<file path="config.mk">
export PLATFORM = sky130hd
export DESIGN_NAME = tmb_timer16
export DESIGN_NICKNAME = d
export VERILOG_FILES = /design/src/common/tmb_pkg.sv /design/src/rtl/tmb_ahb_slave.sv /design/src/rtl/tmb_cap_filter.sv /design/src/rtl/tmb_timer16.sv
export SDC_FILE = /design/constraint.sdc
export NUM_CORES = 1
export LEC_CHECK = 0
export ABC_AREA = 1
export BUFFER_PORTS_ARGS = -buffer_cell sky130_fd_sc_hd__buf_2
export CORE_MARGIN = 1
export CORE_UTILIZATION = 59
export DETAILED_ROUTE_END_ITERATION = 8
export PLACE_DENSITY = 0.87
export SLEW_MARGIN = 15
export SYNTH_ARGS = -nofsm -noshare
export SYNTH_HDL_FRONTEND = slang
export SYNTH_SLANG_ARGS = --single-unit
</file>
<file path="constraint.sdc">
create_clock -name hclk -period 3.81 [get_ports hclk]
set_input_delay 0.381 -clock hclk [delete_from_list [all_inputs] [get_ports hclk]]
set_output_delay 0.381 -clock hclk [all_outputs]
set_load 0.02 [all_outputs]
</file>
<file path="src/common/tmb_pkg.sv">
// Purpose: shared constants and types of the 16-bit timer with byte access
// Assumes: one 200 MHz clock, AHB-Lite register bus, one 8-bit register per word
// Notes: byte address of a register is four times its index

package tmb_pkg;

  // ************************************************************
  // widths
  // ************************************************************
  localparam int unsigned CNT_W = 16;
  localparam int unsigned BYTE_W = 8;
  localparam int unsigned IDX_W = 4;
  localparam int unsigned MODE_W = 4;

  // ************************************************************
  // register indices (byte address = 4 * index)
  // ************************************************************
  localparam logic [IDX_W-1:0] REG_CNT_LO = 4'h0;
  localparam logic [IDX_W-1:0] REG_CNT_HI = 4'h1;
  localparam logic [IDX_W-1:0] REG_CMPA_LO = 4'h2;
  localparam logic [IDX_W-1:0] REG_CMPA_HI = 4'h3;
  localparam logic [IDX_W-1:0] REG_CMPB_LO = 4'h4;
  localparam logic [IDX_W-1:0] REG_CMPB_HI = 4'h5;
  localparam logic [IDX_W-1:0] REG_CAP_LO = 4'h6;
  localparam logic [IDX_W-1:0] REG_CAP_HI = 4'h7;
  localparam logic [IDX_W-1:0] REG_CTRL = 4'h8;
  localparam logic [IDX_W-1:0] REG_FLAGS = 4'h9;
  localparam logic [IDX_W-1:0] REG_STATUS = 4'ha;

  // ************************************************************
  // control and flag fields, reset values
  // ************************************************************
  localparam int unsigned CTL_MODE_LSB = 0;
  localparam int unsigned CTL_RUN = 4;
  localparam int unsigned CTL_FILT = 5;
  localparam int unsigned CTL_EDGE = 6;
  localparam int unsigned CTL_SRC = 7;
  localparam int unsigned FLG_CMPA = 0;
  localparam int unsigned FLG_CMPB = 1;
  localparam int unsigned FLG_CAP = 2;
  localparam int unsigned FLG_W = 3;
  localparam logic [BYTE_W-1:0] BYTE_RST = 8'h00;
  localparam logic [CNT_W-1:0] CNT_RST = 16'h0000;

  // ************************************************************
  // count limits
  // ************************************************************
  localparam logic [CNT_W-1:0] CNT_FLOOR = 16'h0000;
  localparam logic [CNT_W-1:0] CNT_FULL = 16'hffff;
  localparam logic [CNT_W-1:0] CEIL_8B = 16'h00ff;
  localparam logic [CNT_W-1:0] CEIL_9B = 16'h01ff;
  localparam logic [CNT_W-1:0] CEIL_10B = 16'h03ff;

  // ************************************************************
  // bus encodings
  // ************************************************************
  localparam logic [1:0] HTRANS_NONSEQ = 2'h2;
  localparam logic HRESP_OKAY = 1'h0;

  // where the ceiling of the count sequence comes from
  typedef enum logic [2:0] {
    CEIL_SRC_FULL = 3'h0,
    CEIL_SRC_8B = 3'h1,
    CEIL_SRC_9B = 3'h2,
    CEIL_SRC_10B = 3'h3,
    CEIL_SRC_CMPA = 3'h4,
    CEIL_SRC_CAP = 3'h5
  } tmb_ceil_e;

  // one byte access from the bus slave to the timer core
  typedef struct packed {
    logic rd;
    logic wr;
    logic [IDX_W-1:0] idx;
    logic [BYTE_W-1:0] wdata;
  } tmb_acc_s;

endpackage : tmb_pkg

</file>
<file path="src/rtl/tmb_ahb_slave.sv">
// Purpose: AHB-Lite slave turning word transfers into byte strobes
// Assumes: single word transfers, one slave on the bus
// Notes: writes take no wait state, reads take one

`timescale 1ns/100ps

module tmb_ahb_slave (
  // clock and reset
  input wire logic hclk,
  input wire logic hresetn,
  // ahb-lite slave side
  input wire logic hsel,
  input wire logic [31:0] haddr,
  input wire logic [1:0] htrans,
  input wire logic hwrite,
  input wire logic [2:0] hsize,
  input wire logic [31:0] hwdata,
  input wire logic hready,
  output logic hreadyout,
  output logic [31:0] hrdata,
  output logic hresp,
  // byte access to the core
  output tmb_pkg::tmb_acc_s acc,
  input wire logic [tmb_pkg::BYTE_W-1:0] acc_rdata
);
  import tmb_pkg::*;

  typedef enum logic [3:0] {
    ST_IDLE = 4'h1,
    ST_WR = 4'h2,
    ST_RD = 4'h4,
    ST_RDONE = 4'h8
  } tmb_bus_e;

  tmb_bus_e st_r, st_nxt;
  logic [IDX_W-1:0] idx_r, idx_nxt;
  logic map_r, map_nxt;
  logic [31:0] rd_r, rd_nxt;
  logic take;
  logic hit;

  // ************************************************************
  // address phase decode
  // ************************************************************
  assign take = hsel && htrans == HTRANS_NONSEQ && hready;
  assign hit = haddr[31:6] == 26'h0 && haddr[1:0] == 2'h0 && haddr[5:2] <= REG_STATUS;

  // next state; a wait state holds a read so its side effects land once
  always_comb begin
    st_nxt = st_r;
    idx_nxt = idx_r;
    map_nxt = map_r;
    rd_nxt = rd_r;
    if (st_r == ST_RD) begin
      st_nxt = ST_RDONE;
      rd_nxt = map_r ? {24'h0, acc_rdata} : 32'h0;
    end else if (take) begin
      st_nxt = hwrite ? ST_WR : ST_RD;
      idx_nxt = haddr[5:2];
      map_nxt = hit;
    end else begin
      st_nxt = ST_IDLE;
    end
  end

  always_ff @(posedge hclk or negedge hresetn) begin
    if (!hresetn) begin
      st_r <= ST_IDLE;
      idx_r <= REG_CNT_LO;
      map_r <= 1'b0;
      rd_r <= 32'h0;
    end else begin
      st_r <= st_nxt;
      idx_r <= idx_nxt;
      map_r <= map_nxt;
      rd_r <= rd_nxt;
    end
  end

  // each 16-bit value moves as separate byte accesses
  assign acc.wr = st_r == ST_WR && map_r;
  assign acc.rd = st_r == ST_RD && map_r;
  assign acc.idx = idx_r;
  assign acc.wdata = hwdata[BYTE_W-1:0];
  assign hreadyout = st_r != ST_RD;
  assign hrdata = rd_r;
  assign hresp = HRESP_OKAY;

endmodule : tmb_ahb_slave

</file>
<file path="src/rtl/tmb_cap_filter.sv">
// Purpose: capture source select, noise filter and edge detect
// Assumes: inputs synchronous to hclk
// Notes: with the filter on, a level must hold FILT_LEN samples

`timescale 1ns/100ps

module tmb_cap_filter #(
  parameter int unsigned FILT_LEN = 4
) (
  // clock and reset
  input wire logic hclk,
  input wire logic hresetn,
  // event sources
  input wire logic capture_input_pin,
  input wire logic comparator_out,
  // setup
  input wire logic src_cmp,
  input wire logic filt_en,
  input wire logic edge_rise,
  // result
  output logic cap_evt
);
  import tmb_pkg::*;

  logic [FILT_LEN-1:0] samp_r, samp_nxt;
  logic lvl_r, lvl_nxt;
  logic evt_r, evt_nxt;
  logic raw;

  // filter holds the old level until every sample agrees
  always_comb begin
    raw = src_cmp ? comparator_out : capture_input_pin;
    samp_nxt = {samp_r[FILT_LEN-2:0], raw};
    lvl_nxt = raw;
    if (filt_en) begin
      lvl_nxt = (&samp_nxt) ? 1'b1 : ((|samp_nxt) ? lvl_r : 1'b0);
    end
    evt_nxt = edge_rise ? (lvl_nxt && !lvl_r) : (!lvl_nxt && lvl_r);
  end

  always_ff @(posedge hclk or negedge hresetn) begin
    if (!hresetn) begin
      samp_r <= '0;
      lvl_r <= 1'b0;
      evt_r <= 1'b0;
    end else begin
      samp_r <= samp_nxt;
      lvl_r <= lvl_nxt;
      evt_r <= evt_nxt;
    end
  end

  assign cap_evt = evt_r;
endmodule : tmb_cap_filter

</file>
<file path="src/rtl/tmb_timer16.sv">
// Purpose: 16-bit timer core with byte-wide access through a shared high-byte hold
// Assumes: counts once per clock when run is set; no prescaler
// Notes: register map over AHB-Lite, one byte per aligned word

`timescale 1ns/100ps

module tmb_timer16 #(
  parameter int unsigned FILT_LEN = 4
) (
  // clock and reset
  input wire logic hclk,
  input wire logic hresetn,
  // ahb-lite slave
  input wire logic hsel,
  input wire logic [31:0] haddr,
  input wire logic [1:0] htrans,
  input wire logic hwrite,
  input wire logic [2:0] hsize,
  input wire logic [31:0] hwdata,
  input wire logic hready,
  output logic hreadyout,
  output logic [31:0] hrdata,
  output logic hresp,
  // capture sources and service
  input wire logic capture_input_pin,
  input wire logic comparator_out,
  input wire logic capture_irq_ack,
  // flags, limits and waves
  output logic [1:0] compare_match_flags,
  output logic capture_event_flag,
  output logic count_floor,
  output logic count_full,
  output logic count_ceiling,
  output logic wave_a,
  output logic wave_b
);
  import tmb_pkg::*;

  tmb_acc_s acc;
  logic [BYTE_W-1:0] rdata;
  logic cap_evt;

  logic [CNT_W-1:0] count_value_r, count_value_nxt;
  logic [CNT_W-1:0] buf_a_r, buf_a_nxt, buf_b_r, buf_b_nxt;
  logic [CNT_W-1:0] compare_value_a_r, compare_value_a_nxt;
  logic [CNT_W-1:0] compare_value_b_r, compare_value_b_nxt;
  logic [CNT_W-1:0] capture_value_r, capture_value_nxt;
  logic [BYTE_W-1:0] hold_r, hold_nxt, ctrl_r, ctrl_nxt;
  logic [FLG_W-1:0] flag_r, flag_nxt;
  logic wave_a_r, wave_a_nxt, wave_b_r, wave_b_nxt;

  logic [MODE_W-1:0] waveform_mode_select;
  tmb_ceil_e ceil_src;
  logic [CNT_W-1:0] ceil_val;
  logic tick, at_ceil, pwm_mode, cap_ceil_mode, take_cap;
  logic wr_cnt, wr_cap;

  // ************************************************************
  // bus slave and capture front end
  // ************************************************************
  tmb_ahb_slave u_bus (
    .hclk(hclk),
    .hresetn(hresetn),
    .hsel(hsel),
    .haddr(haddr),
    .htrans(htrans),
    .hwrite(hwrite),
    .hsize(hsize),
    .hwdata(hwdata),
    .hready(hready),
    .hreadyout(hreadyout),
    .hrdata(hrdata),
    .hresp(hresp),
    .acc(acc),
    .acc_rdata(rdata)
  );

  tmb_cap_filter #(.FILT_LEN(FILT_LEN)) u_cap (
    .hclk(hclk),
    .hresetn(hresetn),
    .capture_input_pin(capture_input_pin),
    .comparator_out(comparator_out),
    .src_cmp(ctrl_r[CTL_SRC]),
    .filt_en(ctrl_r[CTL_FILT]),
    .edge_rise(ctrl_r[CTL_EDGE]),
    .cap_evt(cap_evt)
  );

  // ************************************************************
  // mode decode and ceiling
  // ************************************************************
  assign waveform_mode_select = ctrl_r[CTL_MODE_LSB +: MODE_W];

  // mode picks the ceiling source
  always_comb begin
    unique case (waveform_mode_select)
      4'h1, 4'h5: ceil_src = CEIL_SRC_8B;
      4'h2, 4'h6: ceil_src = CEIL_SRC_9B;
      4'h3, 4'h7: ceil_src = CEIL_SRC_10B;
      4'h4, 4'h9, 4'hb, 4'hf: ceil_src = CEIL_SRC_CMPA;
      4'h8, 4'ha, 4'hc, 4'he: ceil_src = CEIL_SRC_CAP;
      default: ceil_src = CEIL_SRC_FULL;
    endcase
    unique case (ceil_src)
      CEIL_SRC_8B: ceil_val = CEIL_8B;
      CEIL_SRC_9B: ceil_val = CEIL_9B;
      CEIL_SRC_10B: ceil_val = CEIL_10B;
      CEIL_SRC_CMPA: ceil_val = compare_value_a_r;
      CEIL_SRC_CAP: ceil_val = capture_value_r;
      default: ceil_val = CNT_FULL;
    endcase
  end

  // modes 0, 4 and c (full, compare A and capture ceilings) update compares at once
  assign pwm_mode = waveform_mode_select != 4'h0 && waveform_mode_select != 4'h4
    && waveform_mode_select != 4'hc;
  assign cap_ceil_mode = ceil_src == CEIL_SRC_CAP;
  assign tick = ctrl_r[CTL_RUN];
  assign at_ceil = count_value_r == ceil_val;
  assign wr_cnt = acc.wr && acc.idx == REG_CNT_LO;
  assign wr_cap = acc.wr && acc.idx == REG_CAP_LO && cap_ceil_mode;
  // capture hardware is idle while its register sets the ceiling
  assign take_cap = cap_evt && !cap_ceil_mode;

  // ************************************************************
  // read mux
  // ************************************************************
  always_comb begin
    unique case (acc.idx)
      REG_CNT_LO: rdata = count_value_r[BYTE_W-1:0];
      REG_CNT_HI, REG_CAP_HI: rdata = hold_r;
      REG_CMPA_LO: rdata = buf_a_r[BYTE_W-1:0];
      REG_CMPA_HI: rdata = buf_a_r[CNT_W-1:BYTE_W];
      REG_CMPB_LO: rdata = buf_b_r[BYTE_W-1:0];
      REG_CMPB_HI: rdata = buf_b_r[CNT_W-1:BYTE_W];
      REG_CAP_LO: rdata = capture_value_r[BYTE_W-1:0];
      REG_CTRL: rdata = ctrl_r;
      REG_FLAGS: rdata = {{(BYTE_W-FLG_W){1'b0}}, flag_r};
      REG_STATUS: rdata = {5'h0, count_ceiling, count_full, count_floor};
      default: rdata = BYTE_RST;
    endcase
  end

  // ************************************************************
  // register file, counter and flags
  // ************************************************************
  always_comb begin
    hold_nxt = hold_r;
    ctrl_nxt = ctrl_r;
    buf_a_nxt = buf_a_r;
    buf_b_nxt = buf_b_r;
    capture_value_nxt = capture_value_r;
    flag_nxt = flag_r;
    count_value_nxt = count_value_r;
    // one hold shared by all high bytes
    if (acc.wr && acc.idx[0] && acc.idx < REG_CTRL) begin
      hold_nxt = acc.wdata;
    end
    // low read snapshots the high byte
    if (acc.rd && acc.idx == REG_CNT_LO) begin
      hold_nxt = count_value_r[CNT_W-1:BYTE_W];
    end
    if (acc.rd && acc.idx == REG_CAP_LO) begin
      hold_nxt = capture_value_r[CNT_W-1:BYTE_W];
    end
    if (acc.wr && acc.idx == REG_CTRL) begin
      ctrl_nxt = acc.wdata;
    end
    // low write joins hold and byte in one cycle
    if (acc.wr && acc.idx == REG_CMPA_LO) begin
      buf_a_nxt = {hold_r, acc.wdata};
    end
    if (acc.wr && acc.idx == REG_CMPB_LO) begin
      buf_b_nxt = {hold_r, acc.wdata};
    end
    // counter wraps at the ceiling to the floor
    if (tick) begin
      count_value_nxt = at_ceil ? CNT_FLOOR : count_value_r + 16'h0001;
    end
    // cpu write overrides count and clear
    if (wr_cnt) begin
      count_value_nxt = {hold_r, acc.wdata};
    end
    if (wr_cap) begin
      capture_value_nxt = {hold_r, acc.wdata};
    end
    if (take_cap) begin
      capture_value_nxt = count_value_r;
    end
    // write-one clears, ack clears capture; a set in the same cycle wins
    if (acc.wr && acc.idx == REG_FLAGS) begin
      flag_nxt = flag_r & ~acc.wdata[FLG_W-1:0];
    end
    if (capture_irq_ack) begin
      flag_nxt[FLG_CAP] = 1'b0;
    end
    if (tick && count_value_r == compare_value_a_r) begin
      flag_nxt[FLG_CMPA] = 1'b1;
    end
    if (tick && count_value_r == compare_value_b_r) begin
      flag_nxt[FLG_CMPB] = 1'b1;
    end
    if (take_cap) begin
      flag_nxt[FLG_CAP] = 1'b1;
    end
  end

  // pwm modes take new compares only at the ceiling
  always_comb begin
    compare_value_a_nxt = compare_value_a_r;
    compare_value_b_nxt = compare_value_b_r;
    if (!pwm_mode || (tick && at_ceil)) begin
      compare_value_a_nxt = buf_a_nxt;
      compare_value_b_nxt = buf_b_nxt;
    end
    // compare A as ceiling drives no pwm
    wave_a_nxt = ceil_src != CEIL_SRC_CMPA && count_value_nxt < compare_value_a_nxt;
    wave_b_nxt = count_value_nxt < compare_value_b_nxt;
  end

  // all values, hold and flags clear on reset
  always_ff @(posedge hclk or negedge hresetn) begin
    if (!hresetn) begin
      count_value_r <= CNT_RST;
      buf_a_r <= CNT_RST;
      buf_b_r <= CNT_RST;
      compare_value_a_r <= CNT_RST;
      compare_value_b_r <= CNT_RST;
      capture_value_r <= CNT_RST;
      hold_r <= BYTE_RST;
      ctrl_r <= BYTE_RST;
      flag_r <= '0;
      wave_a_r <= 1'b0;
      wave_b_r <= 1'b0;
    end else begin
      count_value_r <= count_value_nxt;
      buf_a_r <= buf_a_nxt;
      buf_b_r <= buf_b_nxt;
      compare_value_a_r <= compare_value_a_nxt;
      compare_value_b_r <= compare_value_b_nxt;
      capture_value_r <= capture_value_nxt;
      hold_r <= hold_nxt;
      ctrl_r <= ctrl_nxt;
      flag_r <= flag_nxt;
      wave_a_r <= wave_a_nxt;
      wave_b_r <= wave_b_nxt;
    end
  end

  // limit indications follow the counter
  assign count_floor = count_value_r == CNT_FLOOR;
  assign count_full = count_value_r == CNT_FULL;
  assign count_ceiling = at_ceil;
  assign compare_match_flags = flag_r[FLG_CMPB:FLG_CMPA];
  assign capture_event_flag = flag_r[FLG_CAP];
  assign wave_a = wave_a_r;
  assign wave_b = wave_b_r;
endmodule : tmb_timer16

</file>
==> results of run 1 <==
-- critical path, cell delays in order (launching register included) --
cell,delay (ps)
dfrtp_1,420
buf_4,180
nor2_8,190
nor2_4,60
buf_4,170
a21oi_1,260
nand3_1,100
nand2_1,90
nand2_1,60
nor2_1,100
nand2_1,90
nor2_2,160
nand3_4,160
nand2_4,110
buf_6,220
or2_2,150
o21ai_2,70
ha_1,330
a21oi_1,190
o21ai_1,100
nand4_1,90
o2111ai_1,150
a21oi_2,140
-- kinds of logic (layout without fill, tap and decap cells) --
kind of cell    Yosys count  after routing
compound gates          261            261
buf+inv                 215            294
simple gates            438            439
flops                   139            139
xor+xnor                 22             22
other cells               1             25
fa+ha+maj                33             33
mux                       1              1
-- state kept, by name (all words and copies together), names as in the netlist --
signal / count
u_cap.lvl_r: 1
wave_a: 1
u_bus.map_r: 1
hold_r: 8
u_bus.st_r: 4
u_cap.cap_evt: 1
wave_b: 1
flag_r: 3
count_value_r: 16
buf_b_r: 16
u_bus.hrdata: 8
compare_value_a_r: 16
u_bus.idx_r: 4
compare_value_b_r: 16
capture_value_r: 16
ctrl_r: 8
u_cap.samp_r: 3
buf_a_r: 16
-- layout by cell type, fill, tap and decap left out, types with 4 or more instances in the layout --
| master | instances |
|---|---|
| a21oi_1 | 40 |
| a21oi_2 | 6 |
| a221oi_1 | 14 |
| a22o_1 | 8 |
| a22oi_1 | 4 |
| a31oi_1 | 6 |
| buf_2 | 65 |
| buf_4 | 45 |
| clkbuf_16 | 17 |
| clkinv_4 | 4 |
| conb_1 | 25 |
| dfrtp_1 | 138 |
| ha_1 | 32 |
| inv_1 | 138 |
| inv_2 | 8 |
| nand2_1 | 231 |
| nand2_2 | 4 |
| nand2_4 | 5 |
| nand3_1 | 55 |
| nand3_2 | 6 |
| nand4_1 | 23 |
| nor2_1 | 69 |
| nor3_1 | 7 |
| nor4_1 | 13 |
| o2111ai_1 | 6 |
| o211ai_1 | 13 |
| o21ai_0 | 94 |
| o21ai_1 | 25 |
| o221ai_1 | 9 |
| o22ai_1 | 24 |
| or2_2 | 14 |
| xor2_1 | 19 |
-- worst min-delay path by stage --
stage	start	endpoint	slack (ps)	depth (start not counted)
2_1_floorplan	hresetn	buf_a_r[0]	90	0
3_3_place_gp	u_cap.samp_r[0]	u_cap.samp_r[1]	390	0
3_5_place_dp	u_cap.samp_r[0]	u_cap.samp_r[1]	390	0
4_1_cts	hresetn	u_cap.samp_r[1]	40	1
5_1_grt	hresetn	u_cap.samp_r[1]	80	1
6_report	hresetn	u_cap.samp_r[1]	9	1
-- timing repair --
action / CTS / global route
endpoints found under the setup margin: 0 / 2
gates resized for setup: 0 / 14
setup buffers: 0 / 7
-- cell usage after synthesis, drive strengths merged (4+ instances only) --
cell     instances  area share, %
a21oi           46            2.8
a221oi          14            1.4
a22o             8           0.81
a22oi            4           0.35
a31oi            6           0.44
buf             36            3.0
clkbuf          30            1.3
dfrtp          138             40
ha              33            4.8
inv            147            6.4
nand2          241             11
nand3           63            4.3
nand4           23            1.7
nor2            75            3.8
nor3             7           0.41
nor4            13           0.94
o2111ai          6           0.61
o211ai          13            1.1
o21ai          120            7.0
o221ai           9           0.91
o22ai           24            1.7
o31ai            4           0.35
or2             14            1.0
xor2            19            1.9
-- layer usage --
layer  track usage (%)  vias to the layer above  part of all wire, %
met5                 0                        -                    0
met2              61.6                      621                   43
li1                  -                     3900                    -
met3              11.5                      145                   12
met1              56.5                     4100                   39
met4              23.9                        0                  5.6
-- through the flow --
stage	instances	cell area [um2]	util, %	worst slack (ps)	power (uW)
after floorplan	1134	8710	-	370	3730
after global placement	1354	9220	65.7	126	4480
after detailed placement	1354	9220	65.7	111	4570
after CTS	1386	9800	69.8	22.9	6200
after global routing	1394	9910	70.6	-47.5	6650
final	1394	9910	70.6	149	6300
-- power groups by stage --
stage | sequential (uW) | clock (uW) | combinational, uW
2_1_floorplan | 1930 | 0 | 1800
3_3_place_gp | 2040 | 0 | 2440
3_5_place_dp | 2050 | 0 | 2520
4_1_cts | 2030 | 1620 | 2550
5_1_grt | 2070 | 1700 | 2890
6_report | 2050 | 1630 | 2620
-- area by class of cell --
class                           count  share of cell area, %
Multi-Input combinational cell    781                   44.1
Timing Repair Buffer              113                   7.12
Clock buffer                       19                   4.47
Clock inverter                     13                   1.33
Tap cell                          180                   2.27
Inverter                          149                   5.67
Sequential cell                   139                   35.1
==> results_dict.tcl, run 1 <==
set metrics [dict create \
    run_status "completed" \
    hold_slack_ps 9.19 \
    synth_xor_xnor_area_share_pct 2.24 \
    groute.usage.overall_pct 42.3 \
    layout.nets 1311 \
    seq_area_um2 3480 \
    power_per_cell_area_nw_per_um2 636 \
    drt_drc_violations_left 0 \
    floorplan.io_pins 119 \
    drt-initial-drc-count 1145 \
    synth_cells 1110 \
    crit-reg2reg-launch "ctrl_r[3]" \
    ys_types 48 \
    setup.worst_path.start_class "flop" \
    dr_total_vias 8766 \
    firstDrtPassIters 8 \
    synth-async-reset-ratio_pct 100 \
    power.share.sequential_pct 32.6 \
    worst_r2r_path_depth 22 \
    timing_max_transition_violations_final 0 \
    clock_power_share_pct 25.8 \
    timing.critical_path.from "ctrl_r[3]" \
    antenna-diode-count 0 \
    grt_start_max_net_pins 88 \
    fmax_mhz 273 \
    vdd.ir_drop.worst_v 0.000535 \
    final.period_utilization_pct 96.1 \
    cellLeakagePower_uw 0.00524 \
    hp-class "input port to async pin" \
    total_wire_length_mm 30.3 \
    antenna_found_initial 0 \
    cts-buffers-inserted 17 \
    tritoncts_num_sinks 139 \
    sw_share_pct 42.4 \
    synth-edff-count 0 \
    fillers 1134 \
    p_comb_share_pct 41.6 \
    cts-hold-fix-buffers 0 \
    cell_area_after_synthesis_um2 8620 \
    place.detailed.hpwl_mm 22.6 \
    grt_pass1_wl_mm 45.7 \
    syn_to_final_growth_pct 15.1 \
    multi_input_comb_area_um2 4370 \
    yosys-mux-area-fraction_pct 0.116 \
    detail_route.vias_per_cell 6.29 \
    synth-simple-area-share_pct 23.5 \
    placement.io_buffers 66 \
    postSynthRegisterBits 139 \
    setup_viol 0 \
    crit_path_end "wave_a" \
    fin_clk_skew_ps 10.9 \
    worst_slew_margin_rel_pct 36.4 \
    p_int_uw 3630 \
    synth-compound-area-share_pct 18.2 \
    clock-root-buffer "clkbuf_16" \
    synth_top_family_by_area "simple AND/OR/NAND/NOR gates" \
    number_of_nets_with_antenna_violations_after_routing 0 \
    timing.max_cap.violations 0 \
    clk_transition_reported_paths_ps 60 \
    sequential_fraction_of_the_synthesis_area_pct 40.4 \
    post-route-min-period_ps 3660 \
    hold_viol_final 0 \
    cts_htree_levels 4 \
    worst_skew_pair.late_latency_ps 440 \
    worst-endpoint-arrival_ps 4030 \
    critical_path_required_ps 4180 \
    die_width_um 123 \
    die_area_um2 15100 \
    primary_flip_flop_cell_chosen_by_synthesis_mapping "dfrtp_1" \
    setup-tns-final_ps 0 \
    globalRouteOverflowTotal 0 \
    start_util_pct 61.4 \
    critical_r2r_capture "wave_a" \
    yosys.area_share.adder_pct 4.79 \
    tightestPinTransition_ps 945 \
    yosysWarnings 0 \
    grt_pass1_vias 8251 \
    crit_fanout 17 \
    rows 43 \
    post_route_cells_drive_above_1_share_pct 16.6 \
    p_sw_uw 2670 \
    clock_tree_from_tritoncts "done" \
    die_h_um 123 \
    cts-root-to-sink-buffers 2 \
    fp.coreArea_um2 14000 \
    syn-mean-instance-area_um2 7.76 \
    worst-setup-path-type "flop to flop" \
    reg2reg_slack_ps 150 \
    route.detailed.wl_per_inst_um 21.7 \
    worst_setup_ep_type "flop" \
    globalplace.congestion 1.03 \
]
Power figures use the tool's default switching activity.
==> inputs of run 2 (changes only) <==
Settings changed: ABC_AREA 1 to default, CORE_UTILIZATION 59 to 58, PLACE_DENSITY 0.87 to 0.85.
==> results_dict.tcl, run 2 <==
set metrics [dict create \
    run_status "complete, but fails checks" \
    violated_checks "DRC, setup timing" \
    worst_slew_margin_rel_pct 27.9 \
    clk_transition_reported_paths_ps 70 \
    groute.usage.overall_pct 41.5 \
    postSynthRegisterBits 139 \
    multi_input_comb_area_um2 4900 \
    yosys-mux-area-fraction_pct 11.7 \
    drt_drc_violations_left 1 \
    setup_viol 2 \
    timing_max_transition_violations_final 0 \
    setup.worst_path.start_class "flop" \
    cts-hold-fix-buffers 0 \
    rsz0062_at_grt "true" \
    clock-root-buffer "clkbuf_16" \
    leading_cell_type_in_the_layout_fill_and_taps_excluded "dfrtp_1" \
    synth_top_family_by_area "compound AO/OA/AOI/OAI gates" \
    yosys.area_share.adder_pct 4.82 \
    numPlacedInstances 1179 \
    yosysWarnings 0 \
    antenna-diode-count 0 \
    reg2reg_slack_ps -610 \
    globalRouteOverflowTotal 0 \
    timing.max_cap.violations 0 \
    synth-edff-count 0 \
    globalplace.congestion 1.07 \
    cell_area_after_synthesis_um2 8560 \
    worst_skew_pair.late_latency_ps 430 \
    finalPower_uw 4940 \
    final.setup.worst_slack_ps -609 \
    post-route-util_pct 74.1 \
    cts-buffers-inserted 17 \
    power_per_cell_area_nw_per_um2 460 \
    placement.io_buffers 66 \
    netlist_top_cells_area "dfrtp_1 (40%), mux2i_1 (6.2%), ha_1 (4.8%)" \
    route.detailed.wl_per_inst_um 25.2 \
    fp.coreArea_um2 14500 \
    ys_types 72 \
    yosysMostFrequentCell "dfrtp_1" \
    total_wire_length_mm 31.1 \
    worst_setup_timing_slack_at_the_placement_stage_ps -640 \
    dr_total_vias 8234 \
    primary_flip_flop_cell_chosen_by_synthesis_mapping "dfrtp_1" \
    vdd.ir_drop.worst_v 0.000510 \
    syn-mean-instance-area_um2 9.74 \
    clock_tree_from_tritoncts "done" \
    hold_viol_final 0 \
    layout_common_cells "dfrtp_1 (138), buf_4 (118), buf_2 (65)" \
    top_cell_type_s_share_of_synthesized_area_pct 40.3 \
    number_of_nets_with_antenna_violations_after_routing 0 \
    worst-endpoint-arrival_ps 4750 \
    fin_clk_skew_ps 8.96 \
    synth-simple-area-share_pct 14.7 \
    final.period_utilization_pct 116 \
    tightestPinTransition_ps 1080 \
    post_route_cells_drive_above_1_share_pct 30.9 \
    clock_power_share_pct 35.2 \
    p_comb_share_pct 28.6 \
    synth-async-reset-ratio_pct 100 \
    place.detailed.hpwl_mm 21.6 \
    detail_route.vias_per_cell 6.67 \
    fillers 994 \
    sw_share_pct 35.1 \
    crit_fanout 6 \
    p_int_uw 3210 \
    grt_start_max_net_pins 113 \
    synth-compound-area-share_pct 15.6 \
    cts_htree_levels 4 \
    fmax_mhz 226 \
    start_util_pct 59.2 \
    worst-setup-path-type "flop to flop" \
    sequential_fraction_of_the_synthesis_area_pct 40.6 \
    hold_slack_ps 92.7 \
    drt-initial-drc-count 1406 \
    die_h_um 124 \
    synth_xor_xnor_area_share_pct 5.62 \
    seq_area_um2 3480 \
    hp-class "input port to async pin" \
    tritoncts_num_sinks 139 \
    grt_pass1_vias 7653 \
    synthTopCellsByCount "dfrtp_1 (138), nand2_1 (62), mux2i_1 (53)" \
    floorplan.io_pins 119 \
    p_sw_uw 1730 \
    non_filler_instance_count_after_layout 1235 \
    critical_path_required_ps 4140 \
    synth_cells 879 \
    cellLeakagePower_uw 0.00537 \
    die_width_um 124 \
    worst_setup_ep_type "flop" \
    power.share.sequential_pct 36.2 \
    cts-root-to-sink-buffers 2 \
    rows 44 \
    antenna_found_initial 0 \
    syn_to_final_growth_pct 25.2 \
    layout.nets 1148 \
    die_area_um2 15300 \
    firstDrtPassIters 9 \
    post-route-min-period_ps 4420 \
    grt_pass1_wl_mm 45.3 \
    synth_top_area_cell "dfrtp_1" \
]
[run 2: power by group through the flow]
stage,Combinational (uW),Clock [uW],Sequential (uW)
floorplan,864,0,1720
global placement,1300,0,1780
detailed placement,1330,0,1790
CTS,1340,1740,1760
global route,1500,1810,1800
finish,1410,1740,1790
[run 2: per-stage QoR]
stage | TNS [ps] | instance area, um2
3_3_place_gp | -982 | 9670
6_report | -1180 | 10700
5_1_grt | -1400 | 10700
2_1_floorplan | -522 | 8740
4_1_cts | -999 | 10400
3_5_place_dp | -1220 | 9670
[run 2: layer usage]
layer / up-vias / part of all wire, % / GRT usage, %
met3: 195 / 13 / 13.4
met2: 682 / 43 / 61.1
met4: 0 / 7.3 / 23.2
li1: 3451 / - / -
met5: - / 0 / 0
met1: 3906 / 37 / 53.9
[run 2: critical path, cell delays in order, from the launching register on]
cell       delay [ps]
dfrtp_1           420
ha_4              280
buf_6             130
or3_4             400
a31o_4            280
and3_4            180
nor4b_4           260
nand4_2           180
buf_6             160
nor3_4            140
nor2_4             80
buf_4             150
a22o_4            240
ha_2              180
a21o_1            180
a21o_1            200
a21oi_2           150
nor2_2             60
a2111oi_4         290
nand3_1           110
o31ai_1           230
[run 2: final timing paths]
kind,start,cells after the start,to
setup / recovery,ctrl_r[3],20,wave_a
setup reg to reg,ctrl_r[3],20,wave_a
hold reg to reg,u_cap.samp_r[0],0,u_cap.samp_r[1]
max in group asynchronous,hresetn,2,ctrl_r[7]
min in group hclk,hwrite,2,u_bus.st_r[2]
hold / removal,hresetn,1,ctrl_r[0]
[run 2: cells by family after synthesis]
group / Yosys count
and+or+nand+nor: 242
AOI/OAI and AO/OA: 192
DFF: 139
buffers and inverters: 123
muxes: 94
xor gates and xnor gates: 55
adders and majority gates: 33
other: 1
[run 2: layout make-up]
cell class / instances / area share (%)
clock buffer: 18 / 4.09
clock inverter: 14 / 1.64
inverter: 46 / 1.61
multi-input combinational: 643 / 45.7
sequential: 139 / 32.4
tap: 184 / 2.15
timing repair buffer: 191 / 12.4
[run 2: repair_timing]
item | in CTS | in global routing
cloned | 1 | 1
pin swaps | 14 | 24
buffers inserted | 9 | 13
setup endpoints to repair | 2 | 2
resized for setup | 15 | 32
==> inputs of run 3 (changes only) <==
Settings changed: PLACE_DENSITY 0.85 to 0.78.
==> results_dict.tcl, run 3 (synthesized netlist as in run 2, its figures left out) <==
set metrics [dict create \
    antenna_found_initial 0 \
    worst-endpoint-arrival_ps 4720 \
    critical_path_required_ps 4170 \
    clock-root-buffer "clkbuf_16" \
    worst_r2r_path_depth 20 \
    fillers 1007 \
    p_int_uw 3160 \
    floorplan.io_pins 119 \
    vdd.ir_drop.worst_v 0.000362 \
    grt_start_max_net_pins 107 \
    setup.worst_path.start_class "flop" \
    fin_clk_skew_ps 10.7 \
    crit-reg2reg-launch "ctrl_r[3]" \
    cts-buffers-inserted 17 \
    dr_total_vias 7961 \
    power.share.sequential_pct 36.6 \
    post_route_cells_drive_above_1_share_pct 29.1 \
    post-route-min-period_ps 4360 \
    rows 44 \
    timing_max_transition_violations_final 0 \
    leading_cell_type_in_the_layout_fill_and_taps_excluded "dfrtp_1" \
    cellLeakagePower_uw 0.00528 \
    syn_to_final_growth_pct 22.9 \
    timing.max_cap.violations 0 \
    cts-hold-fix-buffers 0 \
    tightestPinTransition_ps 1190 \
    power_per_cell_area_nw_per_um2 462 \
    violated_checks "setup timing" \
    grt_pass1_wl_mm 45.3 \
    globalRouteOverflowTotal 0 \
    rsz0062_at_grt "true" \
    fp.coreArea_um2 14500 \
    hold_viol_final 0 \
    run_status "complete, but fails checks" \
    firstDrtPassIters 5 \
    setup_viol 2 \
    p_comb_share_pct 29.5 \
    routed_length_on_met3_mm 3.88 \
    cts_htree_levels 4 \
    die_h_um 124 \
    final.period_utilization_pct 115 \
    p_sw_uw 1700 \
    drt-initial-drc-count 1129 \
    clock_power_share_pct 33.9 \
    hp-class "input port to async pin" \
    start_util_pct 59.2 \
    number_of_nets_with_antenna_violations_after_routing 0 \
    clk_transition_reported_paths_ps 60 \
    antenna-diode-count 0 \
    crit_path_end "wave_b" \
    worst_setup_ep_type "flop" \
    m1WireLength_mm 11.1 \
    fmax_mhz 229 \
    worst_skew_pair.late_latency_ps 430 \
    worst_slew_margin_rel_pct 19.8 \
    reg2reg_slack_ps -550 \
    sw_share_pct 35.0 \
    grt_pass1_vias 7834 \
    worst-setup-path-type "flop to flop" \
    globalplace.congestion 1.06 \
    layout_common_cells "dfrtp_1 (138), buf_4 (110), buf_2 (65)" \
    layout.nets 1139 \
    setup-tns-final_ps -992 \
    critical_r2r_capture "wave_b" \
    hold_slack_ps 59.7 \
    placement.io_buffers 66 \
    met2_length_mm 12.9 \
    drt_drc_violations_left 0 \
    detail_route.vias_per_cell 6.49 \
    die_area_um2 15300 \
    die_width_um 124 \
    timing.critical_path.from "ctrl_r[3]" \
    groute.usage.overall_pct 41.8 \
    cts-root-to-sink-buffers 2 \
    place.detailed.hpwl_mm 22.0 \
    clock_tree_from_tritoncts "done" \
    routed.top_layer "met4" \
    crit_fanout 7 \
    tritoncts_num_sinks 139 \
    final.setup.worst_slack_ps -553 \
    total_wire_length_mm 30.0 \
    route.detailed.wl_per_inst_um 24.5 \
]
[run 3: worst min path at each step]
stage / startpoint / to / cells after the start / slack [ps]
floorplan: hresetn / buf_a_r[0] / 0 / 90
global placement: u_cap.samp_r[0] / u_cap.samp_r[1] / 0 / 370
detailed placement: u_cap.samp_r[0] / u_cap.samp_r[1] / 0 / 380
CTS: hwrite / u_bus.st_r[2] / 2 / 110
global route: hwrite / u_bus.st_r[2] / 2 / 120
finish: hresetn / ctrl_r[2] / 1 / 60
[run 3: per-stage QoR]
stage | utilization [%] | worst slack, ps | cell area (um2) | std cells | total power [uW]
floorplan | - | -262 | 8740 | 903 | 2590
global placement | 67.2 | -499 | 9720 | 1188 | 3080
detailed placement | 67.2 | -570 | 9720 | 1188 | 3110
CTS | 71.9 | -474 | 10400 | 1223 | 4770
global route | 72.7 | -756 | 10500 | 1226 | 5030
finish | 72.7 | -553 | 10500 | 1226 | 4860
[run 3: power groups by stage]
stage	combinational (uW)	clock, uW	sequential [uW]
detailed placement	1330	0	1790
CTS	1350	1650	1770
global placement	1290	0	1780
global route	1540	1710	1780
floorplan	864	0	1720
finish	1430	1650	1780
[run 3: critical path: stages (launching register included)]
cell and delay (ps):
dfrtp_1 410, buf_4 180, or2_1 260, or3b_4 390, a31o_4 250, and3_4 180
nor4b_4 250, nand4_2 180, o31a_4 450, buf_4 190, mux2i_1 170, ha_1 250
a21o_1 200, a21oi_2 120, nor2b_1 60, o21ai_1 120, nand2b_1 70, a21oi_1 130
o21a_1 140, a21bo_2 210, o21ai_1 70
[run 3: metal layers]
metal | up-vias | track usage, %
met2 | 617 | 62.0
met5 | - | 0
li1 | 3433 | -
met4 | 0 | 26.2
met3 | 149 | 13.5
met1 | 3762 | 52.7
[run 3: layout make-up]
type	instances	area, um2	area share [%]
sequential	139	3480	33.1
clock buffer	19	433	4.11
clock inverter	13	146	1.39
multi-input combinational	643	4810	45.7
inverter	46	173	1.64
timing repair buffer	182	1250	11.9
tap	184	230	2.19
[run 3: repair_timing]
action / 4_1_cts / 5_1_grt
endpoints found under the setup margin: 2 / 2
cloned: 2 / 0
hold endpoints to repair: 0 / 0
pin swaps: 2 / 5
gates resized for setup: 16 / 16
setup buffers: 1 / 3
